[src/rsw_consts.vh]
// constants for the redundant source changeover controller
`ifndef RSW_CONSTS_VH
`define RSW_CONSTS_VH

// register byte offsets
`define RSW_OFF_CTRL 8'h00
`define RSW_OFF_STATUS 8'h04
`define RSW_OFF_SWITCH 8'h08
`define RSW_OFF_COUNT 8'h0C

// control register fields
`define RSW_CTRL_TAKEOVER 0
`define RSW_CTRL_MANUAL 1
`define RSW_CTRL_SOURCE 2
`define RSW_CTRL_RESET 3'h0

// status register fields
`define RSW_ST_SOURCE 0
`define RSW_ST_ENABLE 1
`define RSW_ST_SYNC1 2
`define RSW_ST_SYNC2 3
`define RSW_ST_MANUAL 4
`define RSW_ST_ARMED 5
`define RSW_ST_LAN 6
`define RSW_ST_REMLOCK 7
`define RSW_ST_REMOTE 8

// configuration switch positions (switch n sits at bit n-1)
`define RSW_SW_ASYNC_ALLOW 0
`define RSW_SW_OVERRIDE_LOCK 1
`define RSW_SW_REMOTE_LOCK 2
`define RSW_SW_LAN_FUNC 3
`define RSW_SW_PRIO_EN 7
`define RSW_SW_PRIO_SRC 8
`define RSW_SW_WAIT_LOCK 9

// bus answer codes
`define RSW_RESP_OKAY 2'h0
`define RSW_RESP_SLVERR 2'h2

`endif

[src/rsw_sync2.v]
// two-stage synchroniser for level inputs
`timescale 1ns/1ns
`default_nettype none

module rsw_sync2
#(
  parameter WIDTH = 2
)
(
  input wire core_clk,
  input wire sys_rst,
  input wire [WIDTH-1:0] asyncIn,
  output wire [WIDTH-1:0] syncOut
);

  reg [WIDTH-1:0] stage1_reg;
  reg [WIDTH-1:0] stage2_reg;

  // first stage feeds only the second
  always @(posedge core_clk)
  begin
    if (sys_rst)
    begin
      stage1_reg <= {WIDTH{1'b0}};
      stage2_reg <= {WIDTH{1'b0}};
    end
    else
    begin
      stage1_reg <= asyncIn;
      stage2_reg <= stage1_reg;
    end
  end

  assign syncOut = stage2_reg;

endmodule
`default_nettype wire

[src/rsw_changeover.v]
// changeover controller with AXI4-Lite register slave
//
// Decided for this implementation: the register addresses and the AXI4-Lite register port.
`timescale 1ns/1ns
`default_nettype none
`include "rsw_consts.vh"

// How it works
// [RULE1] manual mode routes outputs from the module the source selector names
// [RULE2] manual mode keeps outputs enabled regardless of synchronization
// [RULE3] automatic mode picks the source from both sync indicators
// [RULE4] master losing sync with synced backup swaps roles, no reverting
// [RULE5] both unsynchronized: no changeover, selection held
// [RULE6] source selector ignored in automatic mode
// [RULE7] async-allow off: automatic mode disables outputs while both are unsynchronized
// [RULE8] async-allow on: outputs stay driven from one module even if unsynced
// [RULE9] override lock on ignores front mode and source switches
// [RULE10] remote lock on rejects remote control requests
// [RULE11] board function switch: off chassis changeover, on network interface
// [RULE12] priority master selection only while priority enable is on
// [RULE13] priority source off picks module one, on picks module two
// [RULE14] with async allowed, wait-for-lock holds outputs off until first sync
// [RULE15] switch positions five to seven have no effect
// [RULE16] operator should keep remote control disabled for automatic changeover
// [RULE17] sync indicators pass a two-stage synchroniser before use
module rsw_changeover
#(
  parameter ADDR_W = 8,
  parameter COUNT_W = 16
)
(
  input wire core_clk,
  input wire sys_rst,
  input wire syncIn1,
  input wire syncIn2,
  input wire frontAutoMode,
  input wire frontSourceSel,
  input wire [9:0] cfgSwitch,
  output wire selSource,
  output wire outputEnable,
  output wire lanFunctionEn,
  input wire [ADDR_W-1:0] s_axi_awaddr,
  input wire s_axi_awvalid,
  output wire s_axi_awready,
  input wire [31:0] s_axi_wdata,
  input wire [3:0] s_axi_wstrb,
  input wire s_axi_wvalid,
  output wire s_axi_wready,
  output wire [1:0] s_axi_bresp,
  output wire s_axi_bvalid,
  input wire s_axi_bready,
  input wire [ADDR_W-1:0] s_axi_araddr,
  input wire s_axi_arvalid,
  output wire s_axi_arready,
  output wire [31:0] s_axi_rdata,
  output wire [1:0] s_axi_rresp,
  output wire s_axi_rvalid,
  input wire s_axi_rready
);

  ////////////////////////////////////////////////////////////////////////////
  // synchronised sync indicators

  wire [1:0] syncLvl;
  wire sync1;
  wire sync2;

  // both indicators cross into the core clock
  rsw_sync2 #(.WIDTH(2)) uSync
  (
    .core_clk(core_clk),
    .sys_rst(sys_rst),
    .asyncIn({syncIn2, syncIn1}), // RULE17
    .syncOut(syncLvl)
  );

  assign sync1 = syncLvl[0];
  assign sync2 = syncLvl[1];

  ////////////////////////////////////////////////////////////////////////////
  // state

  reg selSource_reg;
  reg selSource_next;
  reg outputEnable_reg;
  reg outputEnable_next;
  reg lanFunction_reg;
  reg armed_reg;
  reg armed_next;
  reg manualActive_reg;
  reg [COUNT_W-1:0] changeCount_reg;
  reg [COUNT_W-1:0] changeCount_next;
  reg [2:0] ctrl_reg;

  // configuration switch decode; positions five to seven are not looked at
  wire asyncAllow = cfgSwitch[`RSW_SW_ASYNC_ALLOW]; // RULE15
  wire frontOverrideLock = cfgSwitch[`RSW_SW_OVERRIDE_LOCK];
  wire remoteLock = cfgSwitch[`RSW_SW_REMOTE_LOCK];
  wire priorityEnable = cfgSwitch[`RSW_SW_PRIO_EN];
  wire prioritySourceSel = cfgSwitch[`RSW_SW_PRIO_SRC];
  wire waitLock = cfgSwitch[`RSW_SW_WAIT_LOCK];

  // remote control only counts while it is not locked out
  wire remoteActive = ctrl_reg[`RSW_CTRL_TAKEOVER] & ~remoteLock; // RULE10

  ////////////////////////////////////////////////////////////////////////////
  // mode and source resolution

  reg manualEff;
  reg manualSrc;

  // remote takes precedence, then front panel unless locked out
  always @*
  begin
    manualEff = 1'b0;
    manualSrc = frontSourceSel;
    if (remoteActive)
    begin
      manualEff = ctrl_reg[`RSW_CTRL_MANUAL];
      manualSrc = ctrl_reg[`RSW_CTRL_SOURCE];
    end
    else if (!frontOverrideLock) // RULE9
    begin
      manualEff = ~frontAutoMode;
      manualSrc = frontSourceSel;
    end
  end

  ////////////////////////////////////////////////////////////////////////////
  // selection and output gating

  wire anySync = sync1 | sync2;
  wire curOk = selSource_reg ? sync2 : sync1;
  wire otherOk = selSource_reg ? sync1 : sync2;
  wire prioOk = prioritySourceSel ? sync2 : sync1;

  // next source, enable, first-lock flag and changeover count
  always @*
  begin
    selSource_next = selSource_reg;
    changeCount_next = changeCount_reg;
    armed_next = armed_reg | anySync;
    outputEnable_next = 1'b1;
    if (manualEff)
    begin
      selSource_next = manualSrc; // RULE1
      outputEnable_next = 1'b1; // RULE2
    end
    else
    begin
      // selector ignored here, the sync indicators and priority switches decide
      if (priorityEnable && prioOk && (selSource_reg != prioritySourceSel)) // RULE12
      begin
        selSource_next = prioritySourceSel; // RULE13
        changeCount_next = changeCount_reg + 1'b1;
      end
      else if (!curOk && otherOk) // RULE3
      begin
        selSource_next = ~selSource_reg; // RULE4
        changeCount_next = changeCount_reg + 1'b1;
      end // RULE5 RULE6
      if (!anySync)
      begin
        if (!asyncAllow)
          outputEnable_next = 1'b0; // RULE7
        else if (waitLock && !armed_next)
          outputEnable_next = 1'b0; // RULE14
        else
          outputEnable_next = 1'b1; // RULE8
      end
    end
  end

  // changeover registers
  always @(posedge core_clk)
  begin
    if (sys_rst)
    begin
      selSource_reg <= 1'b0;
      outputEnable_reg <= 1'b0;
      armed_reg <= 1'b0;
      manualActive_reg <= 1'b0;
      lanFunction_reg <= 1'b0;
      changeCount_reg <= {COUNT_W{1'b0}};
    end
    else
    begin
      selSource_reg <= selSource_next;
      outputEnable_reg <= outputEnable_next;
      armed_reg <= armed_next;
      manualActive_reg <= manualEff;
      lanFunction_reg <= cfgSwitch[`RSW_SW_LAN_FUNC]; // RULE11
      changeCount_reg <= changeCount_next;
    end
  end

  assign selSource = selSource_reg;
  assign outputEnable = outputEnable_reg;
  assign lanFunctionEn = lanFunction_reg;

  ////////////////////////////////////////////////////////////////////////////
  // AXI4-Lite write channel

  reg awReady_reg;
  reg wReady_reg;
  reg bValid_reg;
  reg [1:0] bResp_reg;
  reg awGot_reg;
  reg wGot_reg;
  reg [ADDR_W-1:0] awAddr_reg;
  reg [31:0] wData_reg;
  reg [3:0] wStrb_reg;

  wire awHs = s_axi_awvalid & awReady_reg;
  wire wHs = s_axi_wvalid & wReady_reg;
  wire awGotN = awGot_reg | awHs;
  wire wGotN = wGot_reg | wHs;
  wire [ADDR_W-1:0] wrAddr = awHs ? s_axi_awaddr : awAddr_reg;
  wire [31:0] wrData = wHs ? s_axi_wdata : wData_reg;
  wire [3:0] wrStrb = wHs ? s_axi_wstrb : wStrb_reg;
  wire bDone = bValid_reg & s_axi_bready;
  wire doWrite = awGotN & wGotN & (~bValid_reg | bDone);
  wire bValidN = doWrite | (bValid_reg & ~s_axi_bready);

  // address and data are taken in either order, answer follows both
  always @(posedge core_clk)
  begin
    if (sys_rst)
    begin
      awReady_reg <= 1'b0;
      wReady_reg <= 1'b0;
      bValid_reg <= 1'b0;
      bResp_reg <= `RSW_RESP_OKAY;
      awGot_reg <= 1'b0;
      wGot_reg <= 1'b0;
      awAddr_reg <= {ADDR_W{1'b0}};
      wData_reg <= 32'h0;
      wStrb_reg <= 4'h0;
      ctrl_reg <= `RSW_CTRL_RESET;
    end
    else
    begin
      if (awHs)
        awAddr_reg <= s_axi_awaddr;
      if (wHs)
      begin
        wData_reg <= s_axi_wdata;
        wStrb_reg <= s_axi_wstrb;
      end
      awGot_reg <= awGotN & ~doWrite;
      wGot_reg <= wGotN & ~doWrite;
      bValid_reg <= bValidN;
      awReady_reg <= ~(awGotN & ~doWrite) & ~bValidN;
      wReady_reg <= ~(wGotN & ~doWrite) & ~bValidN;
      if (doWrite)
      begin
        bResp_reg <= `RSW_RESP_OKAY;
        if (wrAddr == `RSW_OFF_CTRL)
        begin
          if (remoteLock)
            bResp_reg <= `RSW_RESP_SLVERR; // RULE10
          else if (wrStrb[0])
            ctrl_reg <= wrData[2:0];
        end
        else if ((wrAddr != `RSW_OFF_STATUS) && (wrAddr != `RSW_OFF_SWITCH) &&
          (wrAddr != `RSW_OFF_COUNT))
          bResp_reg <= `RSW_RESP_SLVERR; // unmapped
      end
    end
  end

  assign s_axi_awready = awReady_reg;
  assign s_axi_wready = wReady_reg;
  assign s_axi_bvalid = bValid_reg;
  assign s_axi_bresp = bResp_reg;

  ////////////////////////////////////////////////////////////////////////////
  // AXI4-Lite read channel

  reg arReady_reg;
  reg rValid_reg;
  reg [31:0] rData_reg;
  reg [1:0] rResp_reg;
  reg [31:0] rdWord;
  reg rdErr;

  // read mux over the register map
  always @*
  begin
    rdWord = 32'h0;
    rdErr = 1'b0;
    case (s_axi_araddr)
      `RSW_OFF_CTRL: rdWord[2:0] = ctrl_reg;
      `RSW_OFF_STATUS:
      begin
        rdWord[`RSW_ST_SOURCE] = selSource_reg;
        rdWord[`RSW_ST_ENABLE] = outputEnable_reg;
        rdWord[`RSW_ST_SYNC1] = sync1;
        rdWord[`RSW_ST_SYNC2] = sync2;
        rdWord[`RSW_ST_MANUAL] = manualActive_reg;
        rdWord[`RSW_ST_ARMED] = armed_reg;
        rdWord[`RSW_ST_LAN] = lanFunction_reg;
        rdWord[`RSW_ST_REMLOCK] = remoteLock;
        rdWord[`RSW_ST_REMOTE] = remoteActive;
      end
      `RSW_OFF_SWITCH: rdWord[9:0] = cfgSwitch;
      `RSW_OFF_COUNT: rdWord[COUNT_W-1:0] = changeCount_reg;
      default: rdErr = 1'b1;
    endcase
  end

  wire arHs = s_axi_arvalid & arReady_reg;
  wire rValidN = arHs | (rValid_reg & ~s_axi_rready);

  // one read at a time, answer the cycle after the address is taken
  always @(posedge core_clk)
  begin
    if (sys_rst)
    begin
      arReady_reg <= 1'b0;
      rValid_reg <= 1'b0;
      rData_reg <= 32'h0;
      rResp_reg <= `RSW_RESP_OKAY;
    end
    else
    begin
      rValid_reg <= rValidN;
      arReady_reg <= ~rValidN;
      if (arHs)
      begin
        rData_reg <= rdWord;
        rResp_reg <= rdErr ? `RSW_RESP_SLVERR : `RSW_RESP_OKAY;
      end
    end
  end

  assign s_axi_arready = arReady_reg;
  assign s_axi_rvalid = rValid_reg;
  assign s_axi_rdata = rData_reg;
  assign s_axi_rresp = rResp_reg;

endmodule
`default_nettype wire

[config.mk]
export PLATFORM = sky130hd
export DESIGN_NAME = rsw_changeover
export DESIGN_NICKNAME = d
export VERILOG_FILES = /design/src/rsw_sync2.v /design/src/rsw_changeover.v
export VERILOG_INCLUDE_DIRS = /design/src
export SDC_FILE = /design/constraint.sdc
export NUM_CORES = 1
export LEC_CHECK = 0
export BUFFER_PORTS_ARGS = -buffer_cell sky130_fd_sc_hd__clkbuf_2
export CORE_AREA = 2 2 90 92
export DETAILED_ROUTE_END_ITERATION = 8
export DIE_AREA = 0 0 92 94
export MAX_ROUTING_LAYER = met4
export PLACE_DENSITY = 0.63
export SYNTH_ARGS = -nofsm -noshare
export SYNTH_HDL_FRONTEND = slang
export SYNTH_SLANG_ARGS = --single-unit
[constraint.sdc]
create_clock -name core_clk -period 2.2 [get_ports core_clk]
set_input_delay 0.22 -clock core_clk [delete_from_list [all_inputs] [get_ports core_clk]]
set_output_delay 0.22 -clock core_clk [all_outputs]
set_load 0.01 [all_outputs]
After elaboration in Yosys (flattened, before gate mapping)
Cells that the tools add are included.

word-level totals
  register bits = 67
  input bits = 73
  output and inout bits = 44
  logic and storage cells = 103

operators by class
  add/sub/neg operators = 1
  equal/unequal tests = 7
  muxes and demuxes = 26
  bitwise operators = 32
  reduce and logical (&&, ||, !) cells = 15

operators with widths
  operator               count
  $mux 16                2
  $pmux 6 s3             1
  $add 16x1->16 const B  1
  $eq 8x4->1 const B     2
  $logic_not 8->1        2
  $ne 8x4->1 const B     2
  $mux 1                 14
  $and 1x1->1            13
  $not 1->1              12
  $pmux 3 s4             1
  $eq 8x3->1 const B     1
  $mux 2                 4
  $mux 8                 1
  $ne 8x3->1 const B     1
  $or 1x1->1             7
  $logic_and 1x1->1      6
  $mux 6                 1
  $reduce_and 4->1       1
  $reduce_or 4->1        1
  $mux 3                 1
  $reduce_bool 3->1      1
  $logic_not 1->1        2
  $pmux 1 s2             1
  $reduce_and 2->1       1
  2 further kinds        2

Logic depth before layout (Yosys ltp)
  depth after elaboration = 8
  gate-level depth with buffers = 6
  depth with buffers taken out = 5

Cells and area by module
Synthesis repeated with hierarchy kept, for this count alone.

unflattened totals
  cell total of the unflattened synthesis = 329
  area total of the unflattened synthesis = 3,011.6 sq um

modules (own cells, without submodules)
  module          instances  cells each  area each (sq um)  sequential area each (sq um)
  rsw_changeover  1          321         2,906.5            1,221.2
  rsw_sync2       1          8           105.1              80.1

Worst setup path before layout
OpenSTA, ideal clock, no wires.

  kind = register to register
  start = register awAddr_reg[5]
  end = register ctrl_reg[0]
  library setup time = 0.123 ns
  arrival time = 1.727 ns
  data required time = 2.077 ns
  setup slack = 0.350 ns
  cell stages (with the launch flop) = 6
  path buffers = 0
  clock period less this slack = 1.850 ns
  cell sequence = dfxtp_1 > or4_4 > nor4_4 > o21ai_2 > nor4_4 > mux2_1

between the ends
  word-level cells in the longest chain between the ends = 3

RTL lines
  what                               line                  text
  start: declaration                 rsw_changeover.v:210  reg [ADDR_W-1:0] awAddr_reg;
  start signal: assignment           rsw_changeover.v:236  awAddr_reg <= {ADDR_W{1'b0}};
  start signal: assignment           rsw_changeover.v:244  awAddr_reg <= s_axi_awaddr;
  $mux 8                             n/a
  $logic_not 8->1 (no source line)   n/a
  $reduce_and 4->1 (no source line)  n/a
  end signal: assignment             rsw_changeover.v:239  ctrl_reg <= `RSW_CTRL_RESET;
  end signal: assignment             rsw_changeover.v:263  ctrl_reg <= wrData[2:0];
  end: declaration                   rsw_changeover.v:93   reg [2:0] ctrl_reg;

No other way between the ends.
A chain may end at the register's enable or synchronous reset.

Worst setup path after layout
Ends and elaborated chain as after synthesis.

==> flow_metrics.env <==
export IMPL_synth_top_cells_by_count="dfxtp_1, nand2_1, nor2_1"
export IMPL_final_area_mm2=0.00358
export IMPL_path_buf_inv=0
export IMPL_cts_tree="built"
export IMPL_maxSlewHeadroom_pct=63.4
export IMPL_antenna_found_initial=0
export IMPL_core_rowCount=32
export IMPL_via_per_inst=5.10
export IMPL_worstPathArrival_ps=2160
export IMPL_grt_max_degree=29
export IMPL_whs_endpoint="uSync.stage1_reg[1]$_SDFF_PP0_"
export IMPL_status="finished clean"
export IMPL_wl_met3_um=407
export IMPL_die_w_um=92
export IMPL_report_final_slew_viol_count=0
export IMPL_critical_path_max_stage_delay_ps=540
export IMPL_n_antenna_cell=0
export IMPL_power_leakage_nw=1.49
export IMPL_dr_total_vias=2495
export IMPL_cts_sinks=65
export IMPL_area_growth_pct=20.2
export IMPL_syn_area_per_cell_um2=9.54
export IMPL_r2r_start="awAddr_reg[5]$_SDFF_PP0_"
export IMPL_drc=0
export IMPL_routed_top_layer="met4"
export IMPL_dr_first_iter_drc_count=149
export IMPL_clkLatencyLatePin_ps=350
export IMPL_worstHoldStart="syncIn2"
export IMPL_final_hold_violation_count=0
export IMPL_drive_above_1_share_pct=29.5
export IMPL_routed_wl_met2_mm=3.04
export IMPL_first_global_vias=2316
export IMPL_netlist_cell_type_count=53
export IMPL_cts_clk_slew_worst_paths_ps=70
export IMPL_detail_route_first_pass_iterations=4
export IMPL_crit_chain="or4_4 > nor4_4 > o21ai_2 > nor4_4 > mux2_1"
export IMPL_reg2regPathDepth=5
export IMPL_cts_root_buf="clkbuf_8"
export IMPL_setup_tns_ps=0
export IMPL_whs_path_depth=2
export IMPL_cp_common_cell="nor4_4"
export IMPL_p_per_area_mw_per_mm2=740
export IMPL_ys_flop_type="dfxtp_1"
export IMPL_grt_total_usage_pct=16.7
export IMPL_grt_pass1_wl_mm=11.1
export IMPL_final_min_clock_period_ps=1930
export IMPL_yosysMostFrequentCell="dfxtp_1"
export IMPL_ctsResizeCount=0
export IMPL_synth_area_leaders="dfxtp_1, buf_4, a21oi_1, nand2_1, a22o_1"
export IMPL_path_depth=5
export IMPL_ios=117
export IMPL_ys_async_sr_fraction_pct=0
export IMPL_num_nets_final=456
export IMPL_wire_per_inst_um=14.0
export IMPL_ff2ff_setup_slack_ps=270
export IMPL_cts_hold_buf=0
export IMPL_rsz0062_at_grt="no"
export IMPL_drtAntennaViolNets=0
export IMPL_synth_seq_area_share_pct=43.7
export IMPL_gp_congestion=0.804
export IMPL_ir_drop_mv=0.269
export IMPL_ys_ff_latch=65
export IMPL_worstReg2RegEnd="ctrl_reg[0]$_SDFFE_PP0P_"
export IMPL_dpl_instance_area_mm2=0.00335
export IMPL_core_mm2=0.00761
export IMPL_period_share_pct=87.5
export IMPL_synthCells=312
export IMPL_crit_path_end_kind="flip-flop"
export IMPL_die_h_um=94
export IMPL_cts_max_level=3
export IMPL_setup_viol=0
export IMPL_numPortBuffers=66
export IMPL_crit_path_top_delay_cell="or4_4"
export IMPL_maxCapViolCount=0
export IMPL_post_cts_buffers=0
export IMPL_netlist_area_mm2=0.00298
export IMPL_synth_edf_count=0
export IMPL_grt_ovfl_total=0
export IMPL_yosysTopAreaCellShare_pct=43.7
export IMPL_holdCritPathClass="in -> reg"
export IMPL_post_route_util_pct=47.0
export IMPL_criticalPathCategory="reg -> reg"
export IMPL_startpoint="awAddr_reg[5]$_SDFF_PP0_"
export IMPL_yosys_warnings=0
export IMPL_fin_hold_ws_ps=81.0
export IMPL_fmax_mhz=519
export IMPL_start_util_pct=39.1
export IMPL_tightest_slew_ps=549
export IMPL_cts_buffers=9
export IMPL_dp_hpwl_mm=5.13
export IMPL_fp_dieArea_mm2=0.00865
export IMPL_critical_path_top_delay_family="simple AND/OR/NAND/NOR gates"
export IMPL_path_max_fanout=3
export IMPL_met1_length_mm=3.33
export IMPL_cp_required_ps=2430
export IMPL_synth_area_leader_cell="dfxtp_1"
export IMPL_finClkSkew_ps=11.7
export IMPL_cts_max_path_buffers=2
export IMPL_critPathLaunchType="flip-flop"
export IMPL_routed_wl_mm=6.84
==> cells by family (layout without fill, tap and decap cells) <==
| family | Yosys count | count (layout) | synth area share [%] |
|---|---|---|---|
| simple gates | 114 | 114 | 22.5 |
| fa+ha+maj | 1 | 1 | 0.420 |
| flops | 65 | 65 | 43.7 |
| mux | 13 | 13 | 5.97 |
| buf+inv | 36 | 94 | 7.44 |
| other cells | 1 | 18 | 0.126 |
| xor+xnor | 9 | 9 | 2.65 |
| compound gates | 73 | 73 | 17.2 |
==> per-layer routing <==
| metal | GRT usage, % | up-vias |
|---|---|---|
| li1 | - | 1238 |
| met1 | 22.4 | 1180 |
| met5 | - | - |
| met2 | 24.4 | 72 |
| met3 | 4.49 | 5 |
| met4 | 5.97 | 0 |
==> cells in the final DEF, fill, tap and decap left out, types with 8 or more instances in the layout <==
master     n
buf_4      8
nor2_1    27
conb_1    18
xor2_1     9
a21oi_1   23
dfxtp_1   65
clkbuf_2  66
a22oi_1    9
clkbuf_8   9
nand2_1   29
a22o_1    12
nor2b_1    8
or4_1      8
==> worst reg2reg max path, cell delays in order, from the launching register on <==
cell and delay (ps):
dfxtp_1 320, or4_4 540, nor4_4 150, o21ai_2 120
nor4_4 330, mux2_1 350
==> report_power, final <==
part / internal, mW / leakage (nW) / switching (mW)
clock: 0.647 / 0.110 / 0.497
combinational: 0.108 / 0.851 / 0.151
sequential: 1.21 / 0.529 / 0.0291
total: 1.97 / 1.49 / 0.678
==> how the worst max path moves through the flow <==
stage / end
after floorplan: ctrl_reg[0]$_SDFFE_PP0P_
final: ctrl_reg[0]$_SDFFE_PP0P_
after global routing: changeCount_reg[14]$_SDFFE_PP0P_
after CTS: ctrl_reg[0]$_SDFFE_PP0P_
after detailed placement: ctrl_reg[1]$_SDFFE_PP0P_
after global placement: ctrl_reg[1]$_SDFFE_PP0P_
==> layout make-up <==
| cell class | count | area, µm² |
|---|---|---|
| Fill cell | 744 | 4030 |
| Inverter | 4 | 15.0 |
| Clock inverter | 7 | 103 |
| Clock buffer | 9 | 124 |
| Timing Repair Buffer | 74 | 390 |
| Sequential cell | 65 | 1300 |
| Multi-Input combinational cell | 228 | 1520 |
| Tap cell | 102 | 128 |
==> stage by stage <==
| stage | power, mW | instances | setup slack [ps] |
|---|---|---|---|
| after floorplan | 1.45 | 329 | 350 |
| after global placement | 1.53 | 473 | 194 |
| after detailed placement | 1.53 | 473 | 196 |
| after CTS | 2.67 | 489 | 244 |
| after global routing | 2.76 | 489 | 160 |
| final | 2.65 | 489 | 274 |
(Power assumes the default switching activity.)
